<file path="src/logic/cfg_prot_pkg.sv">
// constants and types of the configuration protection and identification block
//
// Behaviour
// (RULE1) config write lock writable only in programming mode
// (RULE2) unimplemented protection bits read back zero
// (RULE3) block1 lock zero blocks foreign table reads
// (RULE4) block0 lock guards block0, range by boot size
// (RULE5) boot lock guards boot block, 2K or 4K
// (RULE6) protection bits erase to one, only clearable
// (RULE7) id low: revision low five, part bits top
// (RULE8) id high: eight upper part identifier bits
// (RULE9) software compares full eleven bit identifier
// (RULE10) id registers read only, writes ignored
// (RULE11) blocked table read returns zero, no fault
package cfg_prot_pkg;

	localparam int ADDR_W = 22;
	localparam int DATA_W = 8;

	// configuration byte addresses
	localparam logic [21:0] ADDR_WRITE_LOCK_HIGH = 22'h30000b;
	localparam logic [21:0] ADDR_TBL_LOCK_LOW = 22'h30000c;
	localparam logic [21:0] ADDR_TBL_LOCK_HIGH = 22'h30000d;
	// identification bytes carry no printed offset here
	localparam logic [21:0] ADDR_PART_ID_LOW = 22'h3ffffe;
	localparam logic [21:0] ADDR_PART_ID_HIGH = 22'h3fffff;

	// field positions
	localparam int BIT_BOOT_WR_LOCK = 6;
	localparam int BIT_CFG_WR_LOCK = 5;
	localparam int BIT_BLK1_TBL_LOCK = 1;
	localparam int BIT_BLK0_TBL_LOCK = 0;
	localparam int BIT_BOOT_TBL_LOCK = 6;

	// implemented-bit masks
	localparam logic [7:0] MASK_WRITE_LOCK_HIGH = 8'h60;
	localparam logic [7:0] MASK_TBL_LOCK_LOW = 8'h03;
	localparam logic [7:0] MASK_TBL_LOCK_HIGH = 8'h40;

	// unprogrammed value of every protection bit
	localparam logic [7:0] ERASED = 8'hff;

	// program memory map
	localparam logic [21:0] BOOT_END_SMALL = 22'h0007ff;
	localparam logic [21:0] BOOT_END_LARGE = 22'h000fff;
	localparam logic [21:0] BLK0_END = 22'h001fff;
	localparam logic [21:0] BLK1_END = 22'h003fff;

	// identification values, arbitrary neutral defaults
	localparam logic [2:0] PART_ID_LOW_BITS = 3'h5;
	localparam logic [7:0] PART_ID_HIGH_BITS = 8'h5a;
	localparam logic [4:0] SILICON_REVISION = 5'h03;

	typedef enum logic [1:0] {
		REGION_BOOT,
		REGION_BLK0,
		REGION_BLK1,
		REGION_OTHER
	} region_e;

endpackage : cfg_prot_pkg

</file>
<file path="src/logic/region_decode.sv">
// maps a program memory address to its protection region
module region_decode (
	// address and boot size
	input wire logic [21:0] addr_i,
	input wire logic boot_large_i,
	// region
	output cfg_prot_pkg::region_e region_o
);

	logic [21:0] boot_end;

	// boot block ends at 2K or 4K; block 0 starts right after it [RULE4] [RULE5]
	always_comb begin
		boot_end = boot_large_i ? cfg_prot_pkg::BOOT_END_LARGE : cfg_prot_pkg::BOOT_END_SMALL;
		if (addr_i <= boot_end) begin
			region_o = cfg_prot_pkg::REGION_BOOT;
		end else if (addr_i <= cfg_prot_pkg::BLK0_END) begin
			region_o = cfg_prot_pkg::REGION_BLK0;
		end else if (addr_i <= cfg_prot_pkg::BLK1_END) begin
			region_o = cfg_prot_pkg::REGION_BLK1;
		end else begin
			region_o = cfg_prot_pkg::REGION_OTHER;
		end
	end

endmodule // region_decode

</file>
<file path="src/logic/id_rom.sv">
// read-only identification bytes with registered read data
module id_rom (
	// clock and reset
	input wire logic ref_clk_i,
	input wire logic rst_b_i,
	// read port
	input wire logic sel_high_i,
	output logic [7:0] data_o
);

	typedef struct packed {
		logic [7:0] data;
	} state_s;

	state_s state;
	state_s next_state;

	// no write path exists at all, so the contents cannot change [RULE10]
	always_comb begin
		next_state = state;
		if (sel_high_i) begin
			next_state.data = cfg_prot_pkg::PART_ID_HIGH_BITS; // [RULE8]
		end else begin
			next_state.data = {cfg_prot_pkg::PART_ID_LOW_BITS,
				cfg_prot_pkg::SILICON_REVISION}; // [RULE7]
		end
	end

	always_ff @(posedge ref_clk_i or negedge rst_b_i) begin
		if (!rst_b_i) begin
			state <= '0;
		end else begin
			state <= next_state;
		end
	end

	assign data_o = state.data;

endmodule // id_rom

</file>
<file path="src/logic/config_protect_and_id_regs.sv">
// protection configuration bytes, identification bytes and table read gate
module config_protect_and_id_regs (
	// clock and reset
	input wire logic ref_clk_i,
	input wire logic rst_b_i,
	// mode pins from outside the clock domain
	input wire logic prog_mode_i,
	input wire logic boot_large_i,
	// register port
	input wire logic [21:0] reg_addr_i,
	input wire logic [7:0] reg_wdata_i,
	input wire logic reg_wr_i,
	input wire logic reg_rd_i,
	output logic [7:0] reg_rdata_o,
	// table read request from the core
	input wire logic tbl_rd_i,
	input wire logic [21:0] tbl_addr_i,
	input wire logic [21:0] exec_addr_i,
	// program memory read data for the table read address
	input wire logic [7:0] mem_rdata_i,
	// table read answer
	output logic tbl_valid_o,
	output logic tbl_blocked_o,
	output logic [7:0] tbl_rdata_o,
	// lock levels to the write protection logic
	output logic boot_block_write_lock_o,
	output logic config_area_write_lock_o
);

	////////////////////////////////////////////////////////////////////////
	// state

	typedef struct packed {
		logic [1:0] prog_sync;
		logic [1:0] boot_sync;
		logic boot_block_write_lock;
		logic config_area_write_lock;
		logic block1_table_read_lock;
		logic block0_table_read_lock;
		logic boot_block_table_read_lock;
		logic [7:0] rdata;
		logic id_read;
		logic tbl_valid;
		logic tbl_blocked;
		logic [7:0] tbl_rdata;
	} state_s;

	state_s state;
	state_s next_state;

	logic prog_mode;
	logic boot_large;
	logic [7:0] id_data;
	logic id_sel_high;
	cfg_prot_pkg::region_e tgt_region;
	cfg_prot_pkg::region_e src_region;
	logic tbl_lock_hit;

	assign prog_mode = state.prog_sync[1];
	assign boot_large = state.boot_sync[1];
	assign id_sel_high = (reg_addr_i == cfg_prot_pkg::ADDR_PART_ID_HIGH);

	////////////////////////////////////////////////////////////////////////
	// submodules

	id_rom u_id_rom (
		.ref_clk_i(ref_clk_i),
		.rst_b_i(rst_b_i),
		.sel_high_i(id_sel_high),
		.data_o(id_data)
	);

	region_decode u_tgt_decode (
		.addr_i(tbl_addr_i),
		.boot_large_i(boot_large),
		.region_o(tgt_region)
	);

	region_decode u_src_decode (
		.addr_i(exec_addr_i),
		.boot_large_i(boot_large),
		.region_o(src_region)
	);

	////////////////////////////////////////////////////////////////////////
	// table read gate: a read from inside the same block is always allowed

	always_comb begin
		tbl_lock_hit = 1'b0;
		if (tgt_region != src_region) begin
			unique case (tgt_region)
				cfg_prot_pkg::REGION_BOOT: begin
					tbl_lock_hit = !state.boot_block_table_read_lock; // [RULE5]
				end
				cfg_prot_pkg::REGION_BLK0: begin
					tbl_lock_hit = !state.block0_table_read_lock; // [RULE4]
				end
				cfg_prot_pkg::REGION_BLK1: begin
					tbl_lock_hit = !state.block1_table_read_lock; // [RULE3]
				end
				cfg_prot_pkg::REGION_OTHER: begin
					tbl_lock_hit = 1'b0;
				end
			endcase
		end
	end

	////////////////////////////////////////////////////////////////////////
	// next state

	always_comb begin
		next_state = state;
		next_state.prog_sync = {state.prog_sync[0], prog_mode_i};
		next_state.boot_sync = {state.boot_sync[0], boot_large_i};

		// writes can only clear a bit: new = old and data [RULE6]
		if (reg_wr_i) begin
			unique case (reg_addr_i)
				cfg_prot_pkg::ADDR_WRITE_LOCK_HIGH: begin
					next_state.boot_block_write_lock = state.boot_block_write_lock
						& reg_wdata_i[cfg_prot_pkg::BIT_BOOT_WR_LOCK]; // [RULE6]
					if (prog_mode) begin
						next_state.config_area_write_lock = state.config_area_write_lock
							& reg_wdata_i[cfg_prot_pkg::BIT_CFG_WR_LOCK]; // [RULE1]
					end
				end
				cfg_prot_pkg::ADDR_TBL_LOCK_LOW: begin
					next_state.block1_table_read_lock = state.block1_table_read_lock
						& reg_wdata_i[cfg_prot_pkg::BIT_BLK1_TBL_LOCK]; // [RULE6]
					next_state.block0_table_read_lock = state.block0_table_read_lock
						& reg_wdata_i[cfg_prot_pkg::BIT_BLK0_TBL_LOCK]; // [RULE6]
				end
				cfg_prot_pkg::ADDR_TBL_LOCK_HIGH: begin
					next_state.boot_block_table_read_lock = state.boot_block_table_read_lock
						& reg_wdata_i[cfg_prot_pkg::BIT_BOOT_TBL_LOCK]; // [RULE6]
				end
				default: begin
					// identification and unmapped addresses ignore writes [RULE10]
				end
			endcase
		end

		// read data, unmapped and unimplemented bits read zero [RULE2]
		next_state.id_read = 1'b0;
		next_state.rdata = 8'h00;
		if (reg_rd_i) begin
			unique case (reg_addr_i)
				cfg_prot_pkg::ADDR_WRITE_LOCK_HIGH: begin
					next_state.rdata[cfg_prot_pkg::BIT_BOOT_WR_LOCK] = state.boot_block_write_lock;
					next_state.rdata[cfg_prot_pkg::BIT_CFG_WR_LOCK] =
						state.config_area_write_lock;
				end
				cfg_prot_pkg::ADDR_TBL_LOCK_LOW: begin
					next_state.rdata[cfg_prot_pkg::BIT_BLK1_TBL_LOCK] =
						state.block1_table_read_lock;
					next_state.rdata[cfg_prot_pkg::BIT_BLK0_TBL_LOCK] =
						state.block0_table_read_lock;
				end
				cfg_prot_pkg::ADDR_TBL_LOCK_HIGH: begin
					next_state.rdata[cfg_prot_pkg::BIT_BOOT_TBL_LOCK] =
						state.boot_block_table_read_lock;
				end
				cfg_prot_pkg::ADDR_PART_ID_LOW, cfg_prot_pkg::ADDR_PART_ID_HIGH: begin
					next_state.id_read = 1'b1; // [RULE7] [RULE8]
				end
				default: begin
					next_state.rdata = 8'h00;
				end
			endcase
		end

		// a blocked read completes normally with zero data [RULE11]
		next_state.tbl_valid = tbl_rd_i;
		next_state.tbl_blocked = tbl_rd_i & tbl_lock_hit;
		next_state.tbl_rdata = (tbl_rd_i && !tbl_lock_hit) ? mem_rdata_i : 8'h00; // [RULE11]
	end

	////////////////////////////////////////////////////////////////////////
	// registers; locks stand in the erased state after reset

	always_ff @(posedge ref_clk_i or negedge rst_b_i) begin
		if (!rst_b_i) begin
			state <= '0;
			state.boot_block_write_lock <= 1'b1; // [RULE6]
			state.config_area_write_lock <= 1'b1; // [RULE6]
			state.block1_table_read_lock <= 1'b1; // [RULE6]
			state.block0_table_read_lock <= 1'b1; // [RULE6]
			state.boot_block_table_read_lock <= 1'b1; // [RULE6]
		end else begin
			state <= next_state;
		end
	end

	// id bytes come registered from their own rom, aligned with rdata
	assign reg_rdata_o = state.id_read ? id_data : state.rdata;
	assign tbl_valid_o = state.tbl_valid;
	assign tbl_blocked_o = state.tbl_blocked;
	assign tbl_rdata_o = state.tbl_rdata;
	assign boot_block_write_lock_o = state.boot_block_write_lock;
	assign config_area_write_lock_o = state.config_area_write_lock;

endmodule // config_protect_and_id_regs

</file>
<file path="config.mk">
export PLATFORM = sky130hd
export DESIGN_NAME = config_protect_and_id_regs
export DESIGN_NICKNAME = d
export VERILOG_FILES = /design/src/logic/cfg_prot_pkg.sv /design/src/logic/region_decode.sv /design/src/logic/id_rom.sv /design/src/logic/config_protect_and_id_regs.sv
export SDC_FILE = /design/constraint.sdc
export NUM_CORES = 1
export LEC_CHECK = 0
export BUFFER_PORTS_ARGS = -buffer_cell sky130_fd_sc_hd__buf_2
export CAP_MARGIN = 20
export CORE_ASPECT_RATIO = 0.7
export CORE_MARGIN = 8
export CORE_UTILIZATION = 42
export CTS_CLUSTER_DIAMETER = 120
export DETAILED_ROUTE_END_ITERATION = 8
export MAX_ROUTING_LAYER = met4
export PLACE_DENSITY = 0.85
export SETUP_SLACK_MARGIN = 0.3
export SLEW_MARGIN = 5
export SYNTH_ARGS = -nofsm -noshare
export SYNTH_HDL_FRONTEND = slang
export SYNTH_SLANG_ARGS = --single-unit
</file>
<file path="constraint.sdc">
create_clock -name ref_clk_i -period 3.7 [get_ports ref_clk_i]
set_clock_uncertainty 0.1 [all_clocks]
set_input_delay 0.74 -clock ref_clk_i [delete_from_list [all_inputs] [get_ports ref_clk_i]]
set_output_delay 0.74 -clock ref_clk_i [all_outputs]
set_load 0.03 [all_outputs]
</file>
### Word level (Yosys, flattened, before mapping)

Index checks and enable logic that the tools add are counted.

| operators by class | value |
|---|---|
| bitwise logic cells | 6 |
| reductions and logical operators | 11 |
| multiplexer cells | 17 |
| order comparisons | 6 |
| eq/ne operators | 9 |

Operator list:

| operator | count |
|---|---|
| equality test 22 bit (second input constant) | 5 |
| less-or-equal comparator 22 x 13 -> 1 bit (second input constant) | 2 |
| less-or-equal comparator 22 x 14 -> 1 bit (second input constant) | 2 |
| less-or-equal comparator 22 bit | 2 |
| 2-to-1 mux 8 bit | 4 |
| 2-to-1 mux 12 bit | 1 |
| 2-to-1 mux 2 bit | 5 |
| bitwise AND 1 bit | 6 |
| AND reduction 2 bit | 3 |
| 2-to-1 mux 1 bit | 5 |
| equality test 2 bit (second input constant) | 2 |
| zero test 1 bit | 4 |
| one-hot mux 1 bit (4 select lines) | 1 |
| AND reduction 3 bit | 1 |
| equality test 2 x 1 -> 1 bit (second input constant) | 1 |
| zero test 2 bit | 1 |
| inequality test 2 bit | 1 |
| one-hot mux 1 bit (2 select lines) | 1 |
| OR reduction 2 bit | 1 |
| logical AND 1 bit | 1 |

| word-level totals | value |
|---|---|
| word-level logic and storage cells | 62 |
| bits of input ports | 89 |
| output and inout bits | 20 |
| flip-flop bits (word level) | 36 |

### Depth between registers and ports, before layout

| logic depth | value |
|---|---|
| word-level depth | 10 |
| mapped depth | 7 |
| depth with buffers taken out | 7 |

### Cells and area by module

A second synthesis with hierarchy kept.

| unflattened totals | value |
|---|---|
| cell total of the unflattened synthesis | 143 |
| area total of the unflattened synthesis | 1500.2 um^2 |

By module, submodules not included:

| module | area an instance (um^2) | instances | cells an instance |
|---|---|---|---|
| config_protect_and_id_regs | 1193.6 | 1 | 108 |
| region_decode | 91.3 | 2 | 12 |
| id_rom | 123.9 | 1 | 11 |

### Least setup slack after synthesis

No wires, ideal clock.

| timing path | value |
|---|---|
| kind | input port to flip-flop |
| start | in tbl_addr_i[21] |
| end | reg state, in the netlist tbl_rdata_o[0] |
| buffers on the path | 0 |
| data arrival time | 2.232 ns |
| stages on the path | 5 |
| setup slack | 1.229 ns |
| required time | 3.461 ns |
| cell sequence | or4_4 or3_1 or3b_4 nand4_4 a21boi_1 |

RTL lines:

| element | line | RTL |
|---|---|---|
| start: declaration | config_protect_and_id_regs.sv:17 | `input wire logic [21:0] tbl_addr_i,` |
| end signal: assignment | config_protect_and_id_regs.sv:190 | `state <= next_state;` |
| end: declaration | config_protect_and_id_regs.sv:48 | `state_s state;` |

==> results.md <==
Synthesis:
- After synthesis, the netlist uses 34 different library cells.
- For this run, the leading register cell type out of synthesis is sky130_fd_sc_hd__dfrtp_1.
- When the netlist entered floorplanning its net count stood at ~220.
- The share of synthesized flip-flops with an asynchronous set or reset is 1.00.
- Counting every instance in the synthesized netlist gives 131.
- After synthesis, the mean cell area works out to 10.4 um2.
- The share of the Yosys chip area taken by registers is 0.500.
- The number of warning messages in the yosys log is 0.
- The post-synthesis sequential element count is 27.
- The number of synthesized flops with an enable pin is 0.
- The cell area that synthesis handed to floorplanning was 1360 um2.

Die:
- The total area inside the core boundary comes to 3130 um2.
- The overall die width is roughly 84 um.
- For this configuration, the core starts out at a cell density of 0.436.
- In this run the count of I/O pins placed on the die edge is approximately 110.
- The vertical die dimension is about 64 um.
- The floorplan has 17 rows.
- The die covers 5360 um2.

Timing:
- The post-layout minimum cycle time is approximately 2.4 ns.
- Based on the critical path, the design can be clocked at up to 416 MHz.
- Measured against its own limit, the worst slew margin works out to 0.563.
- After routing, the total negative slack on setup checks comes to 0 ns.
- The slew at the pin with the worst max-slew slack is 0.650 ns.
- The number of slew-limit violations in the final report is 0.
- The number of setup violations in the final report is 0.
- The total count of hold-check failures in the final report was 0.
- Dividing the final minimum period by the clock period gives 0.650.
- The final worst slack is 1.30 ns.
- Setup repair after global routing left no endpoint under its margin.

Cells and area:
- The most frequent standard cell in the layout excluding fill and tap cells is sky130_fd_sc_hd__buf_2.
- The antenna diode count is 0.
- In the layout the commonest cells are sky130_fd_sc_hd__buf_2, sky130_fd_sc_hd__dfrtp_1, sky130_fd_sc_hd__nand4_1.
- In the final design database the tool counted 320 nets.
- In the final layout, the share of cells above drive strength 1 is 0.531.
- The synthesis-to-finish area growth is 39.4%.

GRT:
- For this run, the total global-route usage over all layers was measured as 0.139.
- Entering global routing, the biggest net connects 28 pins.
- The first-pass GRT wire length is 6090 um.
- The sum of overflow across all layers after global routing is 0.
- The number of global-route vias before repair is 1446.
- The number of antenna violations at the first check in global routing is 0.

Clocking:
- The clock latency on the worst-skew pair is 0.27 ns.
- Gates resized during post-CTS repair numbered 0.
- After clock tree synthesis, the setup repair step added 0 buffers.
- The clock transition at the register clock pins on the worst setup and hold paths after CTS is 0.09 ns.
- The clock tree from TritonCTS is built.
- CTS built an H-tree with a depth of 1.
- The number of sinks handled by clock tree synthesis is 27.
- The number of clock buffers inserted by TritonCTS is 3.
- The deepest clock path buffer count is 2.
- The number of buffers inserted for hold repair after clock tree synthesis is 0.
- The library cell used as clock root buffer is sky130_fd_sc_hd__clkbuf_8.

Placed design:
- The routability congestion estimate is between 0.8 and 0.9.
- The number of port buffers is 103.
- At the placement stage, the worst setup path has a slack of a little under 1 ns.
- The HPWL after detailed placement is 3360 um.

Setup path:
- The endpoint class of the critical path is a flop.
- In this run the worst setup path begins at tbl_addr_i[11].
- The endpoint of the most critical register-to-register path is tbl_rdata_o[4]$_DFF_PN0_.
- On the worst path, the slowest cell contributes a delay of 0.48 ns.
- The number of cells on the worst reg-to-reg path is 7.
- On the critical path, the stage with the largest delay is an instance of sky130_fd_sc_hd__a21oi_1.
- The startpoint type of the worst setup path is an input pin.
- The reg-to-reg startpoint is boot_large$_DFF_PN0_.
- Walking the worst path, the cells encountered are buf_2 -> ha_1 -> nand4_1 -> o41ai_2 -> xnor2_1 -> a21oi_1 -> a21boi_1.
- In this run the worst setup path terminates at tbl_rdata_o[4]$_DFF_PN0_.
- The critical path is of the input pin to flop type.
- Data on the critical path is required at its endpoint by 3.73 ns.
- The worst endpoint data arrival time is about 2.4 ns.
- The setup check on the worst reg-to-reg path leaves a slack of 1.47 ns.
- Along the worst path, the maximum fanout reaches 8.

Run:
- The tool flagged a number of max-cap violations equal to 0.

Routing:
- The detailed router finished its first iteration with 54 violations.
- The number of nets with antenna violations after routing is 0.
- The number of optimization iterations in the first detailed-route pass is 4.
- The DRC violations left is 0.
- The average wire per cell in the routed design is between 10 and 15 um.
- The routed via count is 1339.
- The routed wire length is 3720 um.
- In the routed layout, each cell is associated on average with a via count of 5.03.

Min path:
- The class of the most critical hold timing path is flop to flop.
- In this run the most critical hold path is launched from next_state[25]$_DFF_PN0_.

Pwr:
- The power density relative to cell area is 296 nW/um2.
- VDD sags by at most approximately 0.00016 V.
- In this run the static leakage power is 0.983 nW.

Outcome:
- The run finished with clean final reports.
cell families (layout without fill, tap and decap cells):
| logic type | count (synthesis) | count (layout) | synth area share |
|---|---|---|---|
| and+or+nand+nor | 59 | 59 | 0.261 |
| DFF | 27 | 27 | 0.500 |
| AOI/OAI and AO/OA | 21 | 21 | 0.117 |
| buffers and inverters | 17 | 114 | 0.0743 |
| adders and majority gates | 2 | 2 | 0.0183 |
| other | 2 | 2 | 0.00551 |
| muxes | 2 | 2 | 0.0165 |
| xor gates and xnor gates | 1 | 1 | 0.00642 |
cell usage after synthesis, drive strengths merged (5+ instances only):
master | count | share of area
a21boi | 11 | 0.061
dfstp | 5 | 0.096
nor4 | 10 | 0.046
nand4 | 14 | 0.075
dfrtp | 22 | 0.40
nand3 | 5 | 0.022
buf | 10 | 0.055
inv | 7 | 0.019
nor2 | 8 | 0.022
nand2 | 8 | 0.022
power breakdown:
group / internal (mW) / switching, mW / total [mW] / leakage [nW]
clock: 0.0763 / 0.0878 / 0.164 / 0.0217
combinational: 0.0462 / 0.0480 / 0.0941 / 0.630
sequential: 0.303 / 0.00181 / 0.305 / 0.331
worst min path at each step:
| stage | end | slack [ns] | cells past startpoint |
|---|---|---|---|
| detailed placement | boot_large$_DFF_PN0_ | 0.25 | 0 |
| finish | boot_large$_DFF_PN0_ | 0.26 | 0 |
| floorplan | boot_large$_DFF_PN0_ | 0.23 | 0 |
| CTS | boot_large$_DFF_PN0_ | 0.27 | 0 |
| global route | boot_large$_DFF_PN0_ | 0.27 | 0 |
| global placement | prog_mode$_DFF_PN0_ | 0.23 | 0 |
routing by layer:
layer  GRT usage  up-vias  wire length, um
met4      0.0258        0               43
met1       0.148      611             1560
met2       0.252       59             1890
met5           -        -                0
met3      0.0398        6              227
li1            -      663                -
sequential cells by signal (all words and copies together) (netlist names):
register                  count
boot_large                    1
tbl_rdata_o                   8
prog_mode                     1
next_state                    2
boot_block_write_lock_o       1
u_id_rom.data_o               3
config_area_write_lock_o      1
tbl_blocked_o                 1
tbl_valid_o                   1
state                         8
critical path: cells and delay by family:
family                     cells  cell delay [ns]
xor gates and xnor gates       1             0.18
adders and majority gates      1             0.26
and+or+nand+nor                1             0.10
AOI/OAI and AO/OA              3             1.06
buffers and inverters          1             0.10
cell type report:
| class | instances | area, um2 |
|---|---|---|
| fillers | 267 | 1230 |
| flip-flops and latches | 27 | 682 |
| multi-input cells | 87 | 581 |
| repair buffers | 103 | 515 |
| well taps | 38 | 47.5 |
| clock buffers | 3 | 41.3 |
| inverters | 7 | 26.3 |
| clock inverters | 1 | 7.51 |
per-stage QoR:
stage / power [mW] / hold WS, ns / instance area (um2) / utilization / cells
6_report: 0.563 / 0.262 / 1900 / 0.608 / 266
5_1_grt: 0.592 / 0.275 / 1900 / 0.608 / 266
4_1_cts: 0.572 / 0.271 / 1900 / 0.608 / 266
3_5_place_dp: 0.406 / 0.250 / 1850 / 0.592 / 262
3_3_place_gp: 0.403 / 0.232 / 1850 / 0.592 / 262
2_1_floorplan: 0.349 / 0.231 / 1360 / - / 131
No activity file was read; power rests on OpenSTA's default activity.
